### src/modem_status_pkg.sv
// package with register map, field positions and reset values of the modem status block
package modem_status_pkg;
   localparam int ADDR_W = 4; // register bus address width
   localparam int DATA_W = 8; // register bus data width
   // register offsets
   localparam logic [3:0] OFS_MODEM_LINE_STATUS = 4'h0;
   localparam logic [3:0] OFS_INT_ENABLE = 4'h1;
   localparam logic [3:0] OFS_MODEM_CONTROL = 4'h2;
   localparam logic [3:0] OFS_IRQ_STATUS = 4'h3;
   localparam logic [3:0] OFS_IRQ_CLEAR = 4'h4;
   localparam logic [3:0] OFS_IRQ_ENABLE = 4'h5;
   // field positions in modem_line_status
   localparam int CTS_CHG_BIT = 0;
   localparam int DSR_CHG_BIT = 1;
   localparam int RING_TE_BIT = 2;
   localparam int CD_CHG_BIT = 3;
   localparam int LEVEL_LSB = 4;
   // field positions in interrupt enable and modem control
   localparam int IE_MODEM_BIT = 3;
   localparam int LOOPBACK_BIT = 4;
   // event bit positions in the sticky event register
   localparam int EV_CHANGE_BIT = 0;
   localparam int EV_READ_BIT = 1;
   // reset values
   localparam logic [7:0] INT_ENABLE_RST = 8'h00;
   localparam logic [4:0] MODEM_CONTROL_RST = 5'h00;
   localparam logic [3:0] CHANGE_FLAGS_RST = 4'h0;
   localparam logic [1:0] IRQ_EVENTS_RST = 2'h0;
   localparam logic [7:0] READ_ZERO = 8'h00;
endpackage

### src/modem_status_change_detect.sv
// modem line status register with change flags, loopback and interrupt request
// Functional notes
// - 8-bit status: four levels, four change flags
// - change flag sets on line change, sticky
// - reading status register clears change flags
// - bit 0 flags a cts toggle
// - bit 1 flags a dsr toggle
// - bit 2 flags ring going on to off
// - bit 3 flags carrier detect toggle
// - any flag set raises modem interrupt
// - bit 4 is inverted cts pin
// - bit 5 is inverted dsr pin
// - bit 6 is inverted ring pin
// - bit 7 is inverted carrier detect pin
// - interrupt gated by enable register bit 3
// - loopback feeds control bits to inputs
// - host writes set the low flag bits
`timescale 1ns/1ns
module modem_status_change_detect (
   input wire logic CLK_I, // 10 MHz clock
   input wire logic SRST_I, // synchronous reset, active high
   input wire logic [modem_status_pkg::ADDR_W-1:0] ADDR_I, // register address
   input wire logic [modem_status_pkg::DATA_W-1:0] WDATA_I, // write data
   input wire logic WR_I, // write strobe
   input wire logic RD_I, // read strobe
   input wire logic CTS_N_I, // clear to send, active low pin
   input wire logic DSR_N_I, // data set ready, active low pin
   input wire logic RING_N_I, // ring indicator, active low pin
   input wire logic CD_N_I, // carrier detect, active low pin
   output logic [modem_status_pkg::DATA_W-1:0] RDATA_O, // read data, cycle after strobe
   output logic [3:0] MODEM_CTRL_O, // modem control bits 3..0 (drive pins through inverters)
   output logic INTERRUPT_REQUEST_OUT_O, // modem status interrupt, gated by enable
   output logic IRQ_O // summary interrupt from sticky event register
);
   import modem_status_pkg::*;

   logic [3:0] sync1_r; // first stage, read only by stage two
   logic [3:0] sync2_r; // second stage
   logic [3:0] sync3_r; // third stage
   logic [3:0] stable_r; // accepted active-low pin levels
   logic [3:0] level_r; // active-high line levels as seen by the logic
   logic seeded_r; // first level sample after reset done
   logic [3:0] fill_r; // marks stages that hold real pin samples since reset
   logic [3:0] change_flags_r; // sticky change flags
   logic [7:0] int_enable_r; // interrupt enable register
   logic [4:0] modem_control_r; // loopback plus four control bits
   logic [1:0] irq_events_r; // sticky events
   logic [1:0] irq_mask_r; // event enables
   logic [3:0] pin_level; // inverted, filtered pins
   logic [3:0] line_level; // after loopback selection
   logic [3:0] detect; // per-flag change detect this cycle
   logic [3:0] write_set; // flags set by host write
   logic rd_status; // clearing read of status register
   logic wr_status; // write to status register
   logic modem_irq; // raw modem status condition
   logic [1:0] ev_in; // events this cycle

   // address match helper, used by every decode except the read data case
   function automatic logic hit(input logic [ADDR_W-1:0] a, input logic [3:0] ofs);
      hit = (a == ofs);
   endfunction

   assign rd_status = RD_I && hit(ADDR_I, OFS_MODEM_LINE_STATUS);
   assign wr_status = WR_I && hit(ADDR_I, OFS_MODEM_LINE_STATUS);

   // three-flop synchroniser; first flop feeds only the second
   always_ff @(posedge CLK_I) begin
      if (SRST_I) begin
         sync1_r <= 4'h0;
         sync2_r <= 4'h0;
         sync3_r <= 4'h0;
      end else begin
         sync1_r <= {CD_N_I, RING_N_I, DSR_N_I, CTS_N_I};
         sync2_r <= sync1_r;
         sync3_r <= sync2_r;
      end
   end

   // a change counts only once stages two and three agree
   always_ff @(posedge CLK_I) begin
      if (SRST_I) begin
         stable_r <= 4'h0;
      end else begin
         for (int i = 0; i < 4; i++) begin
            if (sync2_r[i] == sync3_r[i]) begin
               stable_r[i] <= sync3_r[i];
            end
         end
      end
   end

   // pins are active low, the register shows active-high levels
   assign pin_level = ~stable_r;

   // loopback replaces pins by the modem control bits
   assign line_level = modem_control_r[LOOPBACK_BIT] ? modem_control_r[3:0] : pin_level;

   // pipeline fill marker: a stage only counts once it holds a real pin sample
   always_ff @(posedge CLK_I) begin
      if (SRST_I) begin
         fill_r <= 4'h0;
      end else begin
         fill_r <= {fill_r[2:0], 1'b1};
      end
   end

   // reset levels are seeded silently: no change reported for the pin state at start
   always_ff @(posedge CLK_I) begin
      if (SRST_I) begin
         level_r <= 4'h0;
         seeded_r <= 1'b0;
      end else begin
         level_r <= line_level;
         // sticky; waits for real pin samples, else the reset zeros would read as edges
         seeded_r <= seeded_r || (fill_r[3] && (sync3_r == sync2_r) && (sync3_r == stable_r));
      end
   end

   // edge detect per line; ring sets on trailing edge only
   always_comb begin
      detect = 4'h0;
      if (seeded_r) begin
         detect[CTS_CHG_BIT] = line_level[0] ^ level_r[0];
         detect[DSR_CHG_BIT] = line_level[1] ^ level_r[1];
         detect[RING_TE_BIT] = level_r[2] && !line_level[2];
         detect[CD_CHG_BIT] = line_level[3] ^ level_r[3];
      end
   end

   // host writes of ones set the low bits for interrupt testing
   assign write_set = wr_status ? WDATA_I[3:0] : 4'h0;

   // sticky flags; a new set wins over a clearing read
   always_ff @(posedge CLK_I) begin
      if (SRST_I) begin
         change_flags_r <= CHANGE_FLAGS_RST;
      end else begin
         change_flags_r <= ((rd_status ? 4'h0 : change_flags_r)) | detect | write_set;
      end
   end

   // interrupt enable and modem control registers
   always_ff @(posedge CLK_I) begin
      if (SRST_I) begin
         int_enable_r <= INT_ENABLE_RST;
         modem_control_r <= MODEM_CONTROL_RST;
      end else if (WR_I) begin
         if (hit(ADDR_I, OFS_INT_ENABLE)) begin
            int_enable_r <= {4'h0, WDATA_I[3:0]};
         end
         if (hit(ADDR_I, OFS_MODEM_CONTROL)) begin
            modem_control_r <= WDATA_I[4:0];
         end
      end
   end

   assign modem_irq = |change_flags_r;
   assign INTERRUPT_REQUEST_OUT_O = modem_irq && int_enable_r[IE_MODEM_BIT];
   assign MODEM_CTRL_O = modem_control_r[3:0];

   // sticky events: any new flag, and each clearing read
   assign ev_in = {rd_status, |(detect | write_set)};

   // status set wins over clear in the same cycle
   always_ff @(posedge CLK_I) begin
      if (SRST_I) begin
         irq_events_r <= IRQ_EVENTS_RST;
         irq_mask_r <= IRQ_EVENTS_RST;
      end else begin
         irq_events_r <= (irq_events_r & ~((WR_I && hit(ADDR_I, OFS_IRQ_CLEAR)) ? WDATA_I[1:0] : 2'h0)) | ev_in;
         if (WR_I && hit(ADDR_I, OFS_IRQ_ENABLE)) begin
            irq_mask_r <= WDATA_I[1:0];
         end
      end
   end

   assign IRQ_O = |(irq_events_r & irq_mask_r);

   // read data registered, zero on unmapped or idle
   always_ff @(posedge CLK_I) begin
      if (SRST_I) begin
         RDATA_O <= READ_ZERO;
      end else if (RD_I) begin
         case (ADDR_I)
            OFS_MODEM_LINE_STATUS: RDATA_O <= {line_level, change_flags_r};
            OFS_INT_ENABLE: RDATA_O <= int_enable_r;
            OFS_MODEM_CONTROL: RDATA_O <= {3'h0, modem_control_r};
            OFS_IRQ_STATUS: RDATA_O <= {6'h00, irq_events_r};
            OFS_IRQ_ENABLE: RDATA_O <= {6'h00, irq_mask_r};
            default: RDATA_O <= READ_ZERO;
         endcase
      end else begin
         RDATA_O <= READ_ZERO;
      end
   end

   // helper delayed read flag for assertions
   logic rd_status_d_r;
   always_ff @(posedge CLK_I) begin
      if (SRST_I) begin
         rd_status_d_r <= 1'b0;
      end else begin
         rd_status_d_r <= rd_status;
      end
   end
endmodule

### config.mk
export PLATFORM = sky130hd
export DESIGN_NAME = modem_status_change_detect
export DESIGN_NICKNAME = d
export VERILOG_FILES = /design/src/modem_status_pkg.sv /design/src/modem_status_change_detect.sv
export SDC_FILE = /design/constraint.sdc
export NUM_CORES = 1
export LEC_CHECK = 0
export BUFFER_PORTS_ARGS = -buffer_cell sky130_fd_sc_hd__buf_4
export CAP_MARGIN = 20
export CORE_MARGIN = 3
export CORE_UTILIZATION = 35
export CTS_CLUSTER_SIZE = 25
export DETAILED_ROUTE_END_ITERATION = 7
export GPL_ROUTABILITY_DRIVEN = 1
export PLACE_DENSITY = 0.57
export REMOVE_ABC_BUFFERS = 1
export SYNTH_ARGS = -nofsm -noshare
export SYNTH_HDL_FRONTEND = slang
export SYNTH_SLANG_ARGS = --single-unit
### constraint.sdc
create_clock -name CLK_I -period 1.4 [get_ports CLK_I]
set_clock_uncertainty 0.05 [all_clocks]
set_input_delay 0.21 -clock CLK_I [delete_from_list [all_inputs] [get_ports CLK_I]]
set_output_delay 0.21 -clock CLK_I [all_outputs]
set_load 0.005 [all_outputs]
==> impl_metrics.env <==
export IMPL_cp_num_buf_inv=1
export IMPL_die_w_um=79.7
export IMPL_grt_pass1_vias=1349
export IMPL_final_net_count=260
export IMPL_slew_headroom_pct=82.5
export IMPL_core_sq_mm=0.00517
export IMPL_numCtsBuffers=5
export IMPL_antenna_found_initial=0
export IMPL_dieArea_sq_mm=0.00635
export IMPL_start_util_pct=36.7
export IMPL_crit_path_end_kind="output port"
export IMPL_syn_avg_cell_area_sq_um=9.69
export IMPL_drt_vias_per_instance=4.68
export IMPL_ios=34
export IMPL_critPathCapture="INTERRUPT_REQUEST_OUT_O"
export IMPL_violations="setup timing"
export IMPL_detailed_place_area_sq_mm=0.00228
export IMPL_crit_cells=2
export IMPL_grt_pass1_wl_um=6540
export IMPL_final_layout_size_suffix_gt1_share_pct=28.6
export IMPL_placed_cells=301
export IMPL_setup_slack_ps=-36.4
export IMPL_path_delay_family="compound AO/OA/AOI/OAI gates"
export IMPL_ys_ff_latch=50
export IMPL_layout_common_cells="50 x buf_4, 47 x dfxtp_1, 24 x nor2_1"
export IMPL_cp_start_kind="register"
export IMPL_status="complete, but fails checks"
export IMPL_syn_inst=196
export IMPL_tightest_slew_ps=261
export IMPL_grt_max_degree=18
export IMPL_track_usage_pct=13.4
export IMPL_final_common_cell="buf_4"
export IMPL_numPortBuffers=30
export IMPL_final_antenna_net_count=0
export IMPL_ctsHtreeMaxLevel=2
export IMPL_cp_slowest_cell="o41a_1"
export IMPL_fmax_mhz=696
export IMPL_reg2reg_to="seeded_r$_SDFF_PP0_"
export IMPL_die_h_um=79.7
export IMPL_fill_cells=520
export IMPL_cts_tree="done"
export IMPL_cp_required_ps=1140
export IMPL_power_per_cell_area_mw_per_mm2=1110
export IMPL_area_delta_synth_final_pct=27.5
export IMPL_rows=26
export IMPL_ys_flop_type="dfxtp_1"
export IMPL_grt_setup_unrepaired="yes"
export IMPL_wire_per_inst_um=12.6
export IMPL_cp_data_arrival_time_ps=1180
export IMPL_yosysWarnings=0
export IMPL_critPathMaxStageDelay_ps=410
export IMPL_worstSetupPathType="register to output port"
export IMPL_setup_violations=1
export IMPL_maxSlewViolCount=0
export IMPL_cts_root_buf="clkbuf_8"
export IMPL_cp_cell_sequence="o41a_1 > buf_4"
export IMPL_fin_area_sq_mm=0.00242
export IMPL_period_share_pct=103
export IMPL_num_vias=1455
export IMPL_dp_hpwl_um=2940
export IMPL_utilization_pct=46.8
export IMPL_worstPathMaxFanout=2
export IMPL_r2r_slack_ps=60
export IMPL_maxCapViolCount=0
export IMPL_cts_sinks=50
export IMPL_ys_types=30
export IMPL_clock_path_buffers=2
export IMPL_async_reset_ff_share_pct=0
export IMPL_leakagePower_nw=1.02
export IMPL_diodes=0
export IMPL_fin_crit_ps=1440
export IMPL_reg2reg_depth=4
export IMPL_crit_start="change_flags_r[1]$_SDFF_PP0_"
export IMPL_ir_drop_v=0.000429
export IMPL_fin_total_pwr_mw=2.69
export IMPL_hold_class="input pin to register"
export IMPL_first_pass_iters=4
export IMPL_netlist_area_sq_mm=0.00190
export IMPL_overflow=0
export IMPL_ys_seq_area_share_pct=52.7
export IMPL_insertion_delay_ps=300
export IMPL_final_hold_violation_count=0
export IMPL_r2r_start="sync3_r[1]$_SDFF_PP0_"
export IMPL_synth_edf_count=0
export IMPL_gp_congestion=0.780
export IMPL_drc=0
export IMPL_drt_total_wl_um=3920
export IMPL_clkTransAtPathRegs_ps=90
export IMPL_drtIter0Drc=83
export IMPL_final_cells=311
export IMPL_setup_tns_ps=-36.4
report_power, final:
part | leakage, nW | switching (mW) | internal (mW)
logic | 0.550 | 0.0914 | 0.0986
registers | 0.410 | 0.0231 | 1.46
clock network | 0.0587 | 0.475 | 0.542
total | 1.02 | 0.589 | 2.10
how the worst min path moves through the flow:
| stage | start | end | slack, ps | cells past startpoint |
|---|---|---|---|---|
| floorplan | SRST_I | change_flags_r[0]$_SDFF_PP0_ | 230 | 1 |
| global placement | sync1_r[2]$_SDFF_PP0_ | sync2_r[2]$_SDFF_PP0_ | 370 | 1 |
| detailed placement | sync1_r[0]$_SDFF_PP0_ | sync2_r[0]$_SDFF_PP0_ | 370 | 1 |
| CTS | CD_N_I | sync1_r[3]$_SDFF_PP0_ | 60 | 2 |
| global route | RING_N_I | sync1_r[2]$_SDFF_PP0_ | 70 | 2 |
| finish | CD_N_I | sync1_r[3]$_SDFF_PP0_ | 70 | 2 |
routing by layer:
metal / vias to the layer above / global-route usage, % / routed length, um
met3: 5 / 2.37 / 202
li1: 762 / - / -
met1: 658 / 19.0 / 1940
met2: 30 / 19.9 / 1730
met4: 0 / 5.67 / 53
met5: - / 0 / 0
cells by family after synthesis:
kind of cell              share of synthesized area [%]
and+or+nand+nor                                    18.8
AOI/OAI and AO/OA                                  12.3
DFF                                                52.7
xor gates and xnor gates                           4.15
buffers and inverters                              3.89
muxes                                              8.17
synth_stat cells (2+ instances only):
library cell  instances  area share, %
a21oi_1              17            4.5
a22oi_1               5            2.0
buf_2                 2           0.53
buf_4                 5            2.0
clkbuf_1              6            1.2
dfxtp_1              50             53
mux2i_1              11            5.8
mux4_2                2            2.4
nand2_1              13            2.6
nand3_1               7            1.8
nand4_1               2           0.66
nor2_1               24            4.7
nor2_2                2           0.66
nor2b_1              17            5.6
nor3_1                4            1.1
o21ai_0               7            1.8
o31a_1                2           0.92
xnor2_1               7            3.2
xor2_1                2           0.92
timing repair:
action                                  CTS  global route
buffers inserted                          2             0
endpoints found under the setup margin    1             6
hold buffers                              0             0
resized for setup                         2             4
pin swaps                                 1             1
per-stage QoR:
stage | hold WS (ps) | worst slack [ps]
2_1_floorplan | 229 | 93.9
3_3_place_gp | 366 | 34.7
6_report | 65.9 | -36.4
5_1_grt | 74.6 | -81.7
4_1_cts | 57.1 | -57.8
3_5_place_dp | 372 | 31.9
cell type report:
class / count / area, sq um / share of cell area (%)
clock inverters: 3 / 47.5 / 1.96
repair buffers: 50 / 375 / 15.5
well taps: 70 / 87.6 / 3.62
clock buffers: 5 / 68.8 / 2.84
multi-input cells: 132 / 832 / 34.3
inverters: 1 / 3.75 / 0.155
flip-flops and latches: 50 / 1010 / 41.6
flip-flops by register name, summed over array words and instances (netlist names):
| register | cells |
|---|---|
| level_r | 4 |
| int_enable_r | 4 |
| modem_control_r | 5 |
| change_flags_r | 4 |
| seeded_r | 1 |
| fill_r | 4 |
| stable_r | 4 |
| sync3_r | 4 |
| irq_events_r | 2 |
| irq_mask_r | 2 |
| sync2_r | 4 |
| RDATA_O | 8 |
| sync1_r | 4 |
Power figures use the tool's default switching activity.
